`src/pkg/adc_ctrl_defines.vh`:
```
// Constants for the converter control block
`ifndef ADC_CTRL_DEFINES_VH
`define ADC_CTRL_DEFINES_VH
`define OFS_MODE0 12'h000
`define OFS_MODE1 12'h004
`define OFS_MODE2 12'h008
`define OFS_CHSEL 12'h00c
`define OFS_STATUS 12'h010
`define OFS_MASK 12'h014
`define OFS_STBY 12'h018
`define OFS_RESULT 12'h040
`define OFS_RESULT_END 12'h07c
`define RES_W 10
`define NCH 16
`define CH_W 4
`define BIT_CE 0
`define BIT_CONT 1
`define BIT_SCAN 2
`define BIT_PFE 0
`define BIT_PFC 1
`define THR_LSB 8
`define ST_END 0
`define ST_INVAL 1
`define STBY_STOP 0
`define STBY_IDLE 1
`define SAMPLE_NS 32
`define CONV_NS 160
`define CLK_NS 4
`define SAMPLE_CYC ((`SAMPLE_NS + `CLK_NS - 1) / `CLK_NS)
`define CONV_CYC ((`CONV_NS + `CLK_NS - 1) / `CLK_NS)
`define DISCARD_STOP 2'h2
`define DISCARD_IDLE 2'h1
`endif

```
`src/conv_timer.v`:
```
// Conversion timing counter: sampling interval then hold to end
`timescale 1ns/1ps
`include "adc_ctrl_defines.vh"
module conv_timer (
  input wire mclk,
  input wire rst_n,
  input wire start,
  input wire abort,
  output reg sampling,
  output reg busy,
  output reg done
);
  localparam [7:0] SAMPLE_END = `SAMPLE_CYC;
  localparam [7:0] CONV_END = `CONV_CYC;
  reg [7:0] cnt_reg;
  always @(posedge mclk) begin
    if (!rst_n) begin
      cnt_reg <= 8'h00;
      busy <= 1'b0;
      sampling <= 1'b0;
      done <= 1'b0;
    end else begin
      done <= 1'b0;
      if (abort) begin
        busy <= 1'b0;
        sampling <= 1'b0;
        cnt_reg <= 8'h00;
      end else if (start && !busy) begin
        busy <= 1'b1;
        sampling <= 1'b1;
        cnt_reg <= 8'h01;
      end else if (busy) begin
        // Conversion time includes sampling
        if (cnt_reg == SAMPLE_END)
          sampling <= 1'b0;
        if (cnt_reg == CONV_END) begin
          busy <= 1'b0;
          done <= 1'b1;
          cnt_reg <= 8'h00;
        end else begin
          cnt_reg <= cnt_reg + 8'h01;
        end
      end
    end
  end
endmodule // conv_timer

```
`src/result_bank.v`:
```
// Sixteen result words with per-channel validity
`timescale 1ns/1ps
`include "adc_ctrl_defines.vh"
module result_bank (
  input wire mclk,
  input wire rst_n,
  input wire wr_en,
  input wire [3:0] wr_ch,
  input wire [9:0] wr_data,
  input wire wr_valid,
  input wire [3:0] rd_ch,
  output wire [9:0] rd_data,
  output wire rd_valid
);
  reg [9:0] mem [0:15];
  reg [15:0] valid_reg;
  always @(posedge mclk) begin
    if (wr_en)
      mem[wr_ch] <= wr_data;
  end
  always @(posedge mclk) begin
    if (!rst_n)
      valid_reg <= 16'h0000;
    else if (wr_en)
      valid_reg[wr_ch] <= wr_valid;
  end
  assign rd_data = valid_reg[rd_ch] ? mem[rd_ch] : 10'h000;
  assign rd_valid = valid_reg[rd_ch];
endmodule // result_bank

```
`src/adc_result_validity_control.v`:
```
// Converter control with APB registers, result validity and interrupt
// Function
// - Channel-select writes never clear the conversion-end flag.
// - A conversion in flight finishes for the old channel and sets the flag.
// - Mode or select writes may spoil results; software reads results first.
// - Deepest stop halts conversion; results around it are invalid.
// - First two conversions after stop release are invalid.
// - Idle modes keep converting; clearing enable stops them.
// - First conversion after idle release is invalid; earlier results stay valid.
// - Each result is a 10-bit code of 1024 steps.
// - Conversion time runs from trigger to output and includes sampling.
// - With compare disabled, every conversion in single mode, or of the last channel of a scan, raises the interrupt.
`timescale 1ns/1ps
`include "adc_ctrl_defines.vh"
module adc_result_validity_control (
  input wire mclk,
  input wire rst_n,
  input wire psel,
  input wire penable,
  input wire pwrite,
  input wire [11:0] paddr,
  input wire [31:0] pwdata,
  output reg [31:0] prdata,
  output reg pready,
  output reg pslverr,
  input wire [9:0] sample_code,
  output reg [3:0] sample_channel,
  output reg sample_hold,
  output reg converting,
  output reg conversion_end_irq,
  output reg irq
);
  // ==========================================================
  // Registers
  reg [2:0] converter_mode_reg0;
  reg [31:0] converter_mode_reg1;
  reg [17:0] converter_mode_reg2;
  reg [3:0] channel_select_reg;
  reg [1:0] status_reg;
  reg [1:0] mask_reg;
  reg [1:0] stby_reg;
  reg [3:0] cur_ch_reg;
  reg [1:0] discard_reg;
  reg stale_reg;
  reg [2:0] state_reg;
  localparam S_IDLE = 3'h0;
  localparam S_CONV = 3'h1;
  localparam S_STOP = 3'h2;

  function is_result;
    input [11:0] a;
    begin
      is_result = (a >= `OFS_RESULT) && (a <= `OFS_RESULT_END) && (a[1:0] == 2'h0);
    end
  endfunction

  wire setup = psel && !penable;
  wire wr_acc = psel && penable && pwrite && pready;
  wire wr_mode = wr_acc && (paddr == `OFS_MODE0 || paddr == `OFS_MODE1 ||
    paddr == `OFS_MODE2);
  wire wr_sel = wr_acc && (paddr == `OFS_CHSEL);
  wire ce = converter_mode_reg0[`BIT_CE];
  wire in_stop = stby_reg[`STBY_STOP];
  wire in_idle = stby_reg[`STBY_IDLE];

  // ==========================================================
  // Conversion timing and result storage
  wire t_sampling;
  wire t_busy;
  wire t_done;
  wire start = (state_reg == S_IDLE) && ce && !in_stop;
  wire abort = in_stop || !ce;
  conv_timer u_timer (
    .mclk(mclk),
    .rst_n(rst_n),
    .start(start),
    .abort(abort),
    .sampling(t_sampling),
    .busy(t_busy),
    .done(t_done)
  );
  wire [9:0] rb_data;
  wire rb_valid;
  wire res_ok = (discard_reg == 2'h0) && !stale_reg;
  result_bank u_bank (
    .mclk(mclk),
    .rst_n(rst_n),
    .wr_en(t_done),
    .wr_ch(cur_ch_reg),
    .wr_data(sample_code),
    .wr_valid(res_ok),
    .rd_ch(paddr[5:2]),
    .rd_data(rb_data),
    .rd_valid(rb_valid)
  );
  wire [9:0] thr = converter_mode_reg2[`THR_LSB+9:`THR_LSB];
  wire cmp_hit = converter_mode_reg2[`BIT_PFC] ? (sample_code < thr) : (sample_code >= thr);
  wire last_ch = !converter_mode_reg0[`BIT_SCAN] || (cur_ch_reg == channel_select_reg);
  wire end_evt = t_done && last_ch &&
    (!converter_mode_reg2[`BIT_PFE] || cmp_hit);

  // ==========================================================
  // Sequencer
  always @(posedge mclk) begin
    if (!rst_n) begin
      state_reg <= S_IDLE;
      cur_ch_reg <= 4'h0;
      discard_reg <= 2'h0;
      stale_reg <= 1'b0;
    end else begin
      if (wr_mode || wr_sel)
        stale_reg <= t_busy;
      else if (t_done)
        stale_reg <= 1'b0;
      if (in_stop)
        discard_reg <= `DISCARD_STOP;
      else if (wr_acc && paddr == `OFS_STBY && in_idle && !pwdata[`STBY_IDLE])
        discard_reg <= `DISCARD_IDLE;
      else if (t_done && discard_reg != 2'h0)
        discard_reg <= discard_reg - 2'h1;
      case (state_reg)
        S_IDLE: begin
          if (in_stop)
            state_reg <= S_STOP;
          else if (ce) begin
            state_reg <= S_CONV;
            cur_ch_reg <= converter_mode_reg0[`BIT_SCAN] ? 4'h0 : channel_select_reg;
          end
        end
        S_CONV: begin
          if (in_stop)
            state_reg <= S_STOP;
          else if (!ce)
            state_reg <= S_IDLE;
          else if (t_done) begin
            if (!last_ch)
              cur_ch_reg <= cur_ch_reg + 4'h1;
            else if (converter_mode_reg0[`BIT_CONT])
              cur_ch_reg <= converter_mode_reg0[`BIT_SCAN] ? 4'h0 : channel_select_reg;
            if (last_ch && !converter_mode_reg0[`BIT_CONT])
              state_reg <= S_STOP;
            else
              state_reg <= S_IDLE;
          end
        end
        S_STOP: begin
          if (!in_stop && !ce)
            state_reg <= S_IDLE;
        end
        default: state_reg <= S_IDLE;
      endcase
    end
  end

  // ==========================================================
  // APB slave
  always @(posedge mclk) begin
    if (!rst_n) begin
      converter_mode_reg0 <= 3'h0;
      converter_mode_reg1 <= 32'h0;
      converter_mode_reg2 <= 18'h0;
      channel_select_reg <= 4'h0;
      status_reg <= 2'h0;
      mask_reg <= 2'h0;
      stby_reg <= 2'h0;
      prdata <= 32'h0;
      pready <= 1'b0;
      pslverr <= 1'b0;
    end else begin
      pready <= setup;
      pslverr <= 1'b0;
      if (setup) begin
        pslverr <= !(paddr == `OFS_MODE0 || paddr == `OFS_MODE1 ||
          paddr == `OFS_MODE2 || paddr == `OFS_CHSEL || paddr == `OFS_STATUS ||
          paddr == `OFS_MASK || paddr == `OFS_STBY || is_result(paddr));
        case (paddr)
          `OFS_MODE0: prdata <= {29'h0, converter_mode_reg0};
          `OFS_MODE1: prdata <= converter_mode_reg1;
          `OFS_MODE2: prdata <= {14'h0, converter_mode_reg2};
          `OFS_CHSEL: prdata <= {28'h0, channel_select_reg};
          `OFS_STATUS: prdata <= {30'h0, status_reg};
          `OFS_MASK: prdata <= {30'h0, mask_reg};
          `OFS_STBY: prdata <= {30'h0, stby_reg};
          default: prdata <= 32'h0;
        endcase
      end
      if (setup && is_result(paddr))
        prdata <= {21'h0, rb_valid, rb_data};
      if (wr_acc) begin
        case (paddr)
          `OFS_MODE0: converter_mode_reg0 <= pwdata[2:0];
          `OFS_MODE1: converter_mode_reg1 <= pwdata;
          `OFS_MODE2: converter_mode_reg2 <= pwdata[17:0];
          `OFS_CHSEL: channel_select_reg <= pwdata[3:0];
          `OFS_MASK: mask_reg <= pwdata[1:0];
          `OFS_STBY: stby_reg <= pwdata[1:0];
          default: ;
        endcase
      end
      // Set wins over write-one clear
      status_reg[`ST_END] <= end_evt ||
        (status_reg[`ST_END] && !(wr_acc && paddr == `OFS_STATUS && pwdata[`ST_END]));
      status_reg[`ST_INVAL] <= (t_done && !res_ok) ||
        (status_reg[`ST_INVAL] && !(wr_acc && paddr == `OFS_STATUS && pwdata[`ST_INVAL]));
    end
  end

  // ==========================================================
  // Outputs
  always @(posedge mclk) begin
    if (!rst_n) begin
      sample_channel <= 4'h0;
      sample_hold <= 1'b0;
      converting <= 1'b0;
      conversion_end_irq <= 1'b0;
      irq <= 1'b0;
    end else begin
      sample_channel <= cur_ch_reg;
      sample_hold <= t_sampling;
      converting <= t_busy;
      conversion_end_irq <= end_evt;
      irq <= |(status_reg & mask_reg);
    end
  end
endmodule // adc_result_validity_control

```
`config.mk`:
```
export PLATFORM = sky130hd
export DESIGN_NAME = adc_result_validity_control
export DESIGN_NICKNAME = d
export VERILOG_FILES = /design/src/conv_timer.v /design/src/result_bank.v /design/src/adc_result_validity_control.v
export VERILOG_INCLUDE_DIRS = /design/src /design/src/pkg
export SDC_FILE = /design/constraint.sdc
export NUM_CORES = 1
export LEC_CHECK = 0
export BUFFER_PORTS_ARGS = -buffer_cell sky130_fd_sc_hd__buf_2
export CORE_ASPECT_RATIO = 1.5
export CORE_MARGIN = 2
export CORE_UTILIZATION = 45
export DETAILED_ROUTE_END_ITERATION = 6
export GPL_TIMING_DRIVEN = 0
export SYNTH_ARGS = -nofsm -noshare
export SYNTH_HDL_FRONTEND = slang
export SYNTH_SLANG_ARGS = --single-unit
```
`constraint.sdc`:
```
create_clock -name mclk -period 4.32 [get_ports mclk]
set_input_delay 0.864 -clock mclk [delete_from_list [all_inputs] [get_ports mclk]]
set_output_delay 0.864 -clock mclk [all_outputs]
set_load 0.03 [all_outputs]
```
Yosys cells after proc, flatten, opt, wreduce, memory -nomap -nowiden

Memories as Yosys holds them, arrays and structs flattened.
Cells that the tools add are included.

Output and inout port bits: 42
RAM bits: 160
Memories kept: 1
Bits in registers: 142

Memories:

| memory     | words | width | read ports | clocked after Yosys merged registers in | wr ports | RTL line         | RTL |
|---|---|---|---|---|---|---|---|
| u_bank.mem | 16    | 10    | 1          | 0                                       | 1        | result_bank.v:15 | `reg [9:0] mem [0:15];` |

Equal/unequal tests: 20
Order comparisons: 7
$add $sub $neg: 3
Mux-type cells: 44
Bitwise operators: 3
Reduce and logical (&&, ||, !) cells: 82

Operators by type and width:

| kind                | count |
|---|---|
| $pmux 32 s7         | 1 |
| $eq 12x5->1 const B | 3 |
| $mux 4              | 8 |
| $logic_and 1x1->1   | 28 |
| $eq 12x4->1 const B | 2 |
| $mux 11             | 2 |
| $mux 3              | 6 |
| $bwmux 16           | 1 |
| $mux 1              | 16 |
| $reduce_and 2->1    | 8 |
| $reduce_bool 2->1   | 7 |
| $logic_not 1->1     | 13 |
| $logic_or 1x1->1    | 13 |
| $eq 12x3->1 const B | 1 |
| $ge 12x7->1 const B | 1 |
| $le 12x7->1 const B | 1 |
| $logic_not 12->1    | 1 |
| $ge 10x10->1        | 1 |
| $lt 10x10->1        | 1 |
| $lt 4x5->1 const B  | 2 |
| $mux 10             | 1 |
| $ne 2x2->1 const B  | 5 |
| $pmux 3 s3          | 1 |
| $add 8x1->8 const B | 1 |
| other kinds (26)    | 35 |

Depth between registers and ports, before layout

Gate-level depths: netlist of run 1.

Depth after elaboration: 9
Gate-level depth with buffers: 8

Modules after synthesis

Synthesis of run 1 repeated with hierarchy kept, for this count alone.

Cell total of the unflattened synthesis: 1006
Area total of the unflattened synthesis: 12280.5 µm²

By module, submodules not included:

| module                      | cells each | area each (µm²) | times used |
|---|---|---|---|
| result_bank                 | 343        | 6817.8          | 1 |
| adc_result_validity_control | 601        | 4933.5          | 1 |
| conv_timer                  | 62         | 529.3           | 1 |

Worst setup path before layout of run 1

Ideal clock, no wire load.

Path kind: input port to flip-flop
From: input port paddr[2]
To: register prdata[2]
Buffers on the path: 3
Path slack: 1.664 ns
Stages: 8
Data arrival time: 2.528 ns
Setup time: 0.128 ns
Data required time: 4.192 ns
Cell sequence: buf_2 buf_2 buf_2 mux4_2 mux2i_1 mux2i_1 o211ai_1 a21oi_1

Word-level cells in the longest chain between the ends: 5
Elaborated cells on any way between the ends: 20

Ends and longest elaborated chain:

| what                                                               | RTL line                          | RTL |
|---|---|---|
| start: declaration                                                 | adc_result_validity_control.v:21  | `input wire [11:0] paddr,` |
| $ge 12x7->1 (no source line) / $le 12x7->1 (equally long branches) | -                                 |  |
| $logic_and 1x1->1 (2 in a row)                                     | adc_result_validity_control.v:53  | `` is_result = (a >= `OFS_RESULT) && (a <= `OFS_RESULT_END) && (a[1:0] == 2'h0); `` |
| $logic_and 1x1->1                                                  | adc_result_validity_control.v:187 | `if (setup && is_result(paddr))` |
| $mux 11 / $reduce_bool 2->1 (equally long branches)                | -                                 |  |
| end signal: assignment                                             | adc_result_validity_control.v:182 | `` `OFS_MASK: prdata <= {30'h0, mask_reg}; `` |
| end signal: assignment                                             | adc_result_validity_control.v:183 | `` `OFS_STBY: prdata <= {30'h0, stby_reg}; `` |
| end signal: assignment                                             | adc_result_validity_control.v:188 | `prdata <= {21'h0, rb_valid, rb_data};` |
| end: declaration                                                   | adc_result_validity_control.v:23  | `output reg [31:0] prdata,` |

Several ways; a longest one is shown, not always the timed one. The select of a mux whose other input is x is not followed.
A chain may end at the register's enable or synchronous reset.

Final worst setup path of run 1

From: input port paddr[3]
To: register prdata[6]

The elaborated chain is that of the path after synthesis.

==> impl_metrics.py, run 1 <==
metrics = {
    "outcome": {
        "status": "finished, final reports clean",
    },
    "setup_path": {
        "crit_required_ns": 4.75,
        "worst_setup_path_start_kind": "input pin",
        "setup.worst_path.class": "in -> reg",
        "end_kind": "flop",
        "arrival_ns": 3.52,
        "r2r-start": "cur_ch_reg[3]$_SDFFE_PN0P_",
        "startpoint": "paddr[3]",
        "path_max_fanout": 10,
    },
    "pwr": {
        "vdd_drop_max_mv": 0.280,
        "p_sw_uw": 1230,
        "switching_share_pct": 21.6,
        "comb_power_share_pct": 5.2,
        "p_int_uw": 4450,
        "leakage_uw": 0.00484,
        "pwr-share-clk_pct": 41.5,
        "power.share.sequential_pct": 53.3,
        "p_per_area_nw_per_um2": 402,
    },
    "layout": {
        "n_antenna_cell": 0,
        "synthToLayoutAreaGrowth_pct": 15.0,
        "fin_nets": 1225,
        "largest_reg_flops": 160,
        "layout_common_cells": "160 x nand2_1, 160 x edfxtp_1, 141 x dfxtp_1",
        "reg.largest.list": "u_bank.mem: 160 flops, converter_mode_reg1: 32 flops, prdata: 32 flops",
        "drive_gt1_share_pct": 18.3,
        "max_flop_register": "u_bank.mem",
    },
    "sta": {
        "fmax_ghz": 0.324,
        "min_period_ns": 3.09,
        "min_period_over_period_pct": 71.4,
        "tightestPinTransition_ns": 1.40,
        "setup_viol": 0,
        "hold_viol_final": 0,
        "drv_slew": 0,
        "finalSetupTns_ns": 0,
        "max_slew_margin_pct": 6.08,
        "rsz0062_at_grt": "false",
        "skew_ns": 0.0191,
        "fin_ws_ns": 1.23,
    },
    "logic_synthesis": {
        "yosys-top-cells-area": "edfxtp_1 39%, dfxtp_1 23%, mux4_2 7.9%, nand2_1 4.9%, a21oi_1 4.4%",
        "ys_ff_latch": 301,
        "yosys.area.top_type": "edfxtp_1",
        "synth-compound-area-share_pct": 10.5,
        "synth_simple_gate_area_share_pct": 10.8,
        "syn_nets": 1094,
        "avgSynthCellArea_sq_um": 12.1,
        "synth.distinct_cells": 58,
        "yosys_warnings": 0,
        "synth_top_family_by_area": "multiplexers",
        "ys_seq_area_share_pct": 62.1,
        "synth_top_area_share_pct": 39.1,
        "async_reset_ff_share_pct": 0,
        "muxShareOfSynthArea_pct": 11.0,
        "synth_edf_count": 160,
        "synth_ff_type": "edfxtp_1",
        "syn-instance-count": 1018,
        "synthAdderAreaFrac_pct": 1.73,
        "syn_area_sq_um": 12300,
        "synthXorXnorAreaFrac_pct": 0.784,
    },
    "drt": {
        "avgViaCountPerCell": 5.55,
        "first_pass_iters": 4,
        "antenna_left": 0,
        "drt_iter0_markers": 565,
        "wl_per_cell_microns": 20.9,
        "wl_microns": 31700,
        "vias": 8400,
        "drc": 0,
    },
    "global_route": {
        "grt_usage_pct": 21.9,
        "grt_start_max_net_pins": 18,
        "grt_pass1_vias": 8510,
        "gr-total-overflow": 0,
        "grt_first_pass_wirelength_microns": 48300,
        "antenna_found_initial": 0,
    },
    "floorplan": {
        "die_y_microns": 206,
        "start_util_pct": 45.4,
        "die_width_microns": 139,
        "dieArea_sq_um": 28700,
        "core_region_area_sq_um": 27000,
        "io_pins": 101,
        "fp-row-count": 74,
    },
    "clock_network": {
        "cts_resized": 0,
        "clockBufferDepth": 3,
        "insertion_delay_ns": 0.56,
        "cts.sinks": 301,
        "cts.clk_slew.worst_paths_ns": 0.06,
        "cts_made_buffers": 29,
        "htreeDepth": 1,
        "cts_setup_buffers": 0,
        "cts_root_buf": "clkbuf_16",
        "cts_tree": "built",
        "postCtsHoldBufs": 0,
    },
    "hold_path": {
        "min_from": "prdata[28]$_SDFFE_PP0P_",
        "hp-class": "reg -> reg",
    },
    "placement": {
        "port_buffers": 96,
        "pre_cts_slack_ns": 0.664,
        "dp_hpwl_microns": 22700,
        "place.gp.congestion": 0.872,
    },
    "flow_run": {
        "max_cap_violations": 0,
    },
}
## final cells by class
cell class,count,area (sq um)
inverter,28,105
tap,342,428
sequential,301,7630
clock buffer,51,853
timing repair buffer,100,526
clock inverter,3,18.8
buffer,63,282
fill,2421,12900
multi-input combinational,626,4290
## power groups by stage
stage          Sequential, uW  Combinational [uW]  Clock [uW]
3_3_place_gp             3080                 295           0
3_5_place_dp             3080                 298           0
2_1_floorplan            3100                 145           0
6_report                 3020                 295        2360
4_1_cts                  3020                 299        2430
5_1_grt                  3020                 318        2530
## critical path: stages
cell and delay [ns]:
buf_2 0.27, clkbuf_1 0.56, clkbuf_1 0.57, mux4_2 0.42, mux2i_1 0.35, mux2i_1 0.19, o211ai_1 0.19, a21oi_1 0.10
## path summary, 6_finish.rpt
check	end	slack, ns	cells after the start
min	prdata[28]$_SDFFE_PP0P_	0.45	2
min reg2reg	prdata[28]$_SDFFE_PP0P_	0.45	2
max reg2reg	status_reg[0]$_SDFF_PN0_	1.57	6
max	prdata[6]$_SDFFE_PN0P_	1.23	8
## Yosys cell counts, drive strengths merged (12+ instances only)
| master | instances |
|---|---|
| a21oi | 107 |
| mux2i | 36 |
| nor2 | 55 |
| nand3 | 22 |
| inv | 28 |
| nor3 | 20 |
| o211ai | 12 |
| a221oi | 18 |
| nand2 | 160 |
| mux4 | 43 |
| dfxtp | 141 |
| buf | 20 |
| o21ai | 43 |
| ha | 17 |
| edfxtp | 160 |
| clkbuf | 43 |
## through the flow
step           hold slack [ns]  total power [uW]  cells  cell area (sq um)  utilization (%)
2_1_floorplan            0.429              3250   1018              12300                -
3_3_place_gp             0.438              3380   1456              13200             48.8
3_5_place_dp             0.440              3380   1460              13300             49.0
4_1_cts                  0.449              5750   1514              14100             52.3
5_1_grt                  0.472              5870   1514              14100             52.3
6_report                 0.448              5680   1514              14100             52.3
## metal layers
metal | up-vias | GRT usage (%) | wire [microns]
li1 | 4011 | - | -
met3 | 65 | 2.90 | 1380
met1 | 4091 | 24.6 | 12100
met2 | 233 | 41.2 | 16800
met4 | 0 | 10.1 | 1400
met5 | - | 0 | 0
## cells by family after synthesis
logic type,after synthesis
compound gates,216
xor+xnor,11
fa+ha+maj,17
buf+inv,91
flops,301
mux,81
simple gates,301
No activity file was read; power rests on OpenSTA's default activity.
==> inputs of run 2 (changes only) <==
- ABC_AREA: not set -> 1
- clock period: 4.32 -> 3.2 ns (I/O delays scaled with it)
==> run 2 against run 1 <==
  * Clock power up 64%
  * Critical path type is now reg -> reg
  * Critical endpoint is now u_bank.mem[13][8]$_DFFE_PP_
  * Sequential cell count unchanged
  * Highest routed layer unchanged
  * Worst setup slack worse by 0.40 ns
  * Clock-buffer cell count down 13
  * Critical path depth down 5
  * Synthesized cell count up 46%
==> impl_metrics.py, run 2 <==
metrics = {
    "clock_network": {
        "cts_tree": "built",
        "cts_setup_buffers": 0,
        "cts.sinks": 301,
        "cts_resized": 0,
        "cts_made_buffers": 29,
        "clockBufferDepth": 3,
        "postCtsHoldBufs": 0,
        "cts_root_buf": "clkbuf_16",
        "htreeDepth": 1,
        "cts.clk_slew.worst_paths_ns": 0.07,
        "insertion_delay_ns": 0.57,
    },
    "sta": {
        "drv_slew": 0,
        "skew_ns": 0.0176,
        "hold_viol_final": 0,
        "min_period_ns": 2.37,
        "min_period_over_period_pct": 74.0,
        "setup_viol": 0,
        "rsz0062_at_grt": "false",
        "fmax_ghz": 0.422,
        "max_slew_margin_pct": 9.44,
        "tightestPinTransition_ns": 1.35,
        "finalSetupTns_ns": 0,
    },
    "logic_synthesis": {
        "synth.distinct_cells": 38,
        "synth_top_area_share_pct": 36.5,
        "synth_commonest_cells": "518 x nand2_1, 160 x edfxtp_1, 141 x dfxtp_1",
        "syn-instance-count": 1485,
        "ys_seq_area_share_pct": 58.0,
        "syn_area_sq_um": 13200,
        "syn_nets": 1561,
        "yosys_warnings": 0,
        "yosysMostFrequentCell": "nand2_1",
        "async_reset_ff_share_pct": 0,
        "synth_ff_type": "edfxtp_1",
        "yosys-top-cells-area": "edfxtp_1 37%, dfxtp_1 21%, nand2_1 15%, inv_1 3.4%, nor2_1 3.4%",
        "synth_edf_count": 160,
        "ys_ff_latch": 301,
        "avgSynthCellArea_sq_um": 8.86,
        "yosys.area.top_type": "edfxtp_1",
    },
    "floorplan": {
        "dieArea_sq_um": 30600,
        "fp-row-count": 76,
        "io_pins": 101,
        "die_width_microns": 144,
        "die_y_microns": 213,
        "start_util_pct": 45.8,
        "core_region_area_sq_um": 28700,
    },
    "global_route": {
        "antenna_found_initial": 1,
        "grt_first_pass_wirelength_microns": 55100,
        "gr-total-overflow": 0,
        "grt_start_max_net_pins": 18,
        "grt_pass1_vias": 10200,
        "grt_usage_pct": 23.8,
    },
    "setup_path": {
        "crit_chain": "clkbuf_1 -> nand2_1 -> nor2_1",
        "arrival_ns": 2.53,
        "setup.worst_path.class": "reg -> reg",
        "path_buf_inv": 1,
        "crit_slowest_cell": "nor2_1",
        "crit_required_ns": 3.37,
        "end_kind": "flop",
        "cp_top_family": "simple AND/OR/NAND/NOR gates",
        "slowest_delay_ns": 1.07,
        "worst_setup_path_start_kind": "flop",
        "path_max_fanout": 12,
    },
    "layout": {
        "fill_cells": 2750,
        "reg.largest.list": "u_bank.mem: 160 flops, converter_mode_reg1: 32 flops, prdata: 32 flops",
        "utilization_pct": 53.0,
        "drive_gt1_share_pct": 14.6,
        "multi_input_area_sq_um": 4710,
        "fin_nets": 1691,
        "instances_no_fill": 2030,
        "layout_common_cells": "518 x nand2_1, 160 x edfxtp_1, 141 x dfxtp_1",
        "synthToLayoutAreaGrowth_pct": 15.9,
        "largest_reg_flops": 160,
        "seq_area_sq_um": 7630,
        "max_flop_register": "u_bank.mem",
        "layout_commonest_cell": "nand2_1",
    },
    "pwr": {
        "p_per_area_nw_per_um2": 550,
        "pwr-share-clk_pct": 46.2,
        "comb_power_share_pct": 5.2,
        "vdd_drop_max_mv": 0.420,
        "p_sw_uw": 1850,
        "switching_share_pct": 22.0,
        "p_int_uw": 6530,
        "power.share.sequential_pct": 48.6,
        "leakage_uw": 0.00621,
    },
    "flow_run": {
        "max_cap_violations": 0,
    },
    "drt": {
        "wl_met2_microns": 19200,
        "avgViaCountPerCell": 5.09,
        "wl_microns": 35900,
        "wl_met3_microns": 1690,
        "met1Wirelength_microns": 13800,
        "drc": 0,
        "wl_per_cell_microns": 17.7,
        "vias": 10300,
        "drt_iter0_markers": 620,
        "first_pass_iters": 7,
        "top_layer": "met4",
        "antenna_left": 0,
    },
    "placement": {
        "dp_hpwl_microns": 26000,
        "place_inst": 1974,
        "place.gp.congestion": 0.885,
        "port_buffers": 99,
    },
    "outcome": {
        "status": "finished, final reports clean",
    },
    "hold_path": {
        "hp-class": "in -> reg",
    },
}
run 2: stage by stage:
stage / setup slack [ns] / area [sq um] / hold WS, ns / power (uW)
floorplan: 1.39 / 13200 / 0.407 / 4390
global placement: 0.759 / 14100 / 0.421 / 4590
detailed placement: 0.714 / 14100 / 0.417 / 4590
CTS: 0.802 / 15200 / 0.328 / 8440
global route: 0.625 / 15200 / 0.349 / 8630
finish: 0.831 / 15200 / 0.354 / 8380
run 2: cell families after synthesis:
| group | after synthesis | share of synthesized area [%] |
|---|---|---|
| AO/OA/AOI/OAI | 200 | 9.81 |
| XOR/XNOR | 10 | 0.666 |
| adder cells (fa/ha/maj) | 17 | 1.62 |
| buffers and inverters | 196 | 6.19 |
| flip-flops | 301 | 58.0 |
| AND/OR/NAND/NOR | 761 | 23.7 |
run 2: area by class of cell:
class	count	share of cell area, %
clock inverters	16	1.66
multi-input cells	988	30.9
clock buffers	38	5.54
inverters	127	3.13
repair buffers	99	3.25
well taps	390	3.20
diodes	2	0.0329
plain buffers	69	2.22
flip-flops and latches	301	50.1
run 2: worst paths after layout:
kind	cells past startpoint	slack (ns)	to	startpoint
setup / recovery	3	0.83	u_bank.mem[13][8]$_DFFE_PP_	u_timer.done$_SDFF_PP0_
hold / removal	3	0.35	converter_mode_reg1[26]$_SDFFE_PN0P_	pwdata[26]
hold reg to reg	2	0.41	sample_hold$_SDFF_PN0_	u_timer.sampling$_SDFFE_PP0P_
setup reg to reg	3	0.83	u_bank.mem[13][8]$_DFFE_PP_	u_timer.done$_SDFF_PP0_
run 2: power by group through the flow:
stage | clock network [uW] | registers, uW | logic [uW]
after CTS | 3930 | 4070 | 438
after global routing | 4080 | 4070 | 481
after floorplan | 0 | 4170 | 216
after detailed placement | 0 | 4160 | 436
after global placement | 0 | 4160 | 433
final | 3870 | 4070 | 436
run 2: routing by layer:
layer | vias up | GRT usage [%]
li1 | 5150 | -
met5 | - | 0
met1 | 4855 | 26.7
met3 | 65 | 3.17
met4 | 0 | 8.99
met2 | 260 | 45.2
run 2: worst reg2reg max path, cell delays in order (launching register included):
cell      delay [ns]
dfxtp_1         0.30
clkbuf_1        0.33
nand2_1         0.26
nor2_1          1.07
==> inputs of run 3 (changes only) <==
- clock period: 3.2 -> 1.9 ns (I/O delays scaled with it)
==> run 3 against run 2 <==
  * Critical path type unchanged
  * Register-to-register slack lost 0.70 ns
  * Routed wire length is 0.96% higher
  * Die area unchanged
  * Core utilization is 1.6 points higher
  * Sequential power rose by 68%
  * Non-clock buffer count up 19
  * First-iteration DRC count is 1.8% lower
  * Final cell count up 0.94%
  * Global-route usage increased by 0.057 points
  * Design area grew 3.0%
  * Sequential share of layout area is 1.5 points lower
  * Fmax increased by 34%
==> impl_metrics.py, run 3 (same netlist as run 2, synthesis figures left out) <==
metrics = {
    "layout": {
        "fill_cells": 2681,
        "seq_area_sq_um": 7630,
        "synthToLayoutAreaGrowth_pct": 19.3,
        "instances_no_fill": 2049,
        "layout_commonest_cell": "nand2_1",
        "largest_reg_flops": 160,
        "max_flop_register": "u_bank.mem",
        "reg.largest.list": "u_bank.mem: 160 flops, converter_mode_reg1: 32 flops, prdata: 32 flops",
        "drive_gt1_share_pct": 16.7,
        "multi_input_area_sq_um": 4830,
        "layout_common_cells": "518 x nand2_1, 160 x edfxtp_1, 141 x dfxtp_1",
        "utilization_pct": 54.6,
        "fin_nets": 1710,
    },
    "placement": {
        "place.gp.congestion": 0.885,
        "pre_cts_slack_ns": -0.458,
        "dp_hpwl_microns": 26000,
        "place_inst": 1974,
        "port_buffers": 99,
    },
    "drt": {
        "wl_per_cell_microns": 17.7,
        "drc": 0,
        "drt_iter0_markers": 609,
        "avgViaCountPerCell": 5.10,
        "antenna_left": 0,
        "wl_microns": 36300,
        "first_pass_iters": 5,
        "vias": 10400,
    },
    "floorplan": {
        "die_width_microns": 144,
        "fp-row-count": 76,
        "start_util_pct": 45.8,
        "core_region_area_sq_um": 28700,
        "io_pins": 101,
        "die_y_microns": 213,
        "dieArea_sq_um": 30600,
    },
    "pwr": {
        "vdd_drop_max_mv": 0.706,
        "p_int_uw": 11000,
        "power.share.sequential_pct": 48.6,
        "leakage_uw": 0.00636,
        "comb_power_share_pct": 5.2,
        "pwr-share-clk_pct": 46.2,
        "p_per_area_nw_per_um2": 899,
        "p_sw_uw": 3110,
        "switching_share_pct": 22.0,
    },
    "setup_path": {
        "crit_required_ns": 2.33,
        "worst_setup_path_start_kind": "flop",
        "setup.worst_path.class": "reg -> reg",
        "end_kind": "flop",
        "path_max_fanout": 12,
        "arrival_ns": 2.21,
    },
    "sta": {
        "min_period_over_period_pct": 93.3,
        "hold_viol_final": 0,
        "fin_ws_ns": 0.126,
        "max_slew_margin_pct": 45.6,
        "skew_ns": 0.0172,
        "fmax_ghz": 0.564,
        "setup_viol": 0,
        "drv_slew": 0,
        "min_period_ns": 1.77,
        "tightestPinTransition_ns": 0.817,
    },
    "clock_network": {
        "insertion_delay_ns": 0.57,
        "htreeDepth": 1,
        "cts.clk_slew.worst_paths_ns": 0.06,
        "cts_tree": "built",
        "cts.sinks": 301,
        "cts_root_buf": "clkbuf_16",
        "clockBufferDepth": 3,
        "cts_made_buffers": 29,
    },
    "global_route": {
        "antenna_found_initial": 1,
        "grt_pass1_vias": 10200,
        "grt_first_pass_wirelength_microns": 55300,
        "grt_usage_pct": 23.8,
        "gr-total-overflow": 0,
        "grt_start_max_net_pins": 18,
    },
    "hold_path": {
        "hp-class": "in -> reg",
    },
    "flow_run": {
        "max_cap_violations": 0,
    },
    "outcome": {
        "status": "finished, final reports clean",
    },
}
## run 3: cell types whose count changed in the layout (fill, tap and decap cells not counted), sizes merged
cell,previous run,this run
clkinv,8,7
buf,144,163
clkinvlp,2,3
## run 3: what timing repair did
item,CTS,global route
pin swaps,1,16
hold buffers,0,0
endpoints found under the setup margin,176,179
gates resized for setup,28,7
setup buffers,0,19
## run 3: area by class of cell
cell class              instances  area share (%)
diodes                          2          0.0319
plain buffers                  69            2.15
clock buffers                  38            5.37
clock inverters                16            1.61
inverters                     127            3.06
multi-input cells             988            30.8
flip-flops and latches        301            48.6
well taps                     390            3.11
repair buffers                118            5.26
## run 3: path summary, 6_finish.rpt
| kind | startpoint | endpoint | slack [ns] | cells after the start |
|---|---|---|---|---|
| worst max-delay path | cur_ch_reg[0]$_SDFFE_PN0P_ | u_bank.valid_reg[12]$_SDFFE_PN0P_ | 0.13 | 7 |
| worst min-delay path | pwdata[26] | converter_mode_reg1[26]$_SDFFE_PN0P_ | 0.09 | 3 |
| worst max register to register | cur_ch_reg[0]$_SDFFE_PN0P_ | u_bank.valid_reg[12]$_SDFFE_PN0P_ | 0.13 | 7 |
| worst min register to register | u_timer.sampling$_SDFFE_PP0P_ | sample_hold$_SDFF_PN0_ | 0.41 | 2 |
## run 3: layer usage
metal	share of wire (%)	GRT usage [%]
met2	53	45.3
met4	3.7	8.99
met3	4.7	3.17
met1	38	26.8
met5	0	0
## run 3: power by group through the flow
stage                     clock (uW)  sequential [uW]  combinational [uW]
final                           6520             6850                 734
after detailed placement           0             7000                 734
after global routing            6860             6850                 813
after CTS                       6620             6850                 738
after global placement             0             7000                 728
after floorplan                    0             7030                 364
## run 3: metrics by stage
step           cell area (sq um)  setup TNS [ns]  power [uW]  hold WS [ns]
2_1_floorplan              13200               0        7390         0.407
3_3_place_gp               14100          -72.75        7730         0.421
3_5_place_dp               14100          -74.48        7730         0.417
4_1_cts                    15300           -4.69       14200        0.0677
5_1_grt                    15700      -0.0000298       14500        0.0893
6_report                   15700               0       14100        0.0936
## run 3: worst max-delay path: stages, from the launching register on
cell and delay (ns):
dfxtp_1 0.46, inv_1 0.16, ha_1 0.22, nand2_1 0.34, nor2_4 0.09, buf_12 0.17, o21ai_0 0.15, a21oi_1 0.05
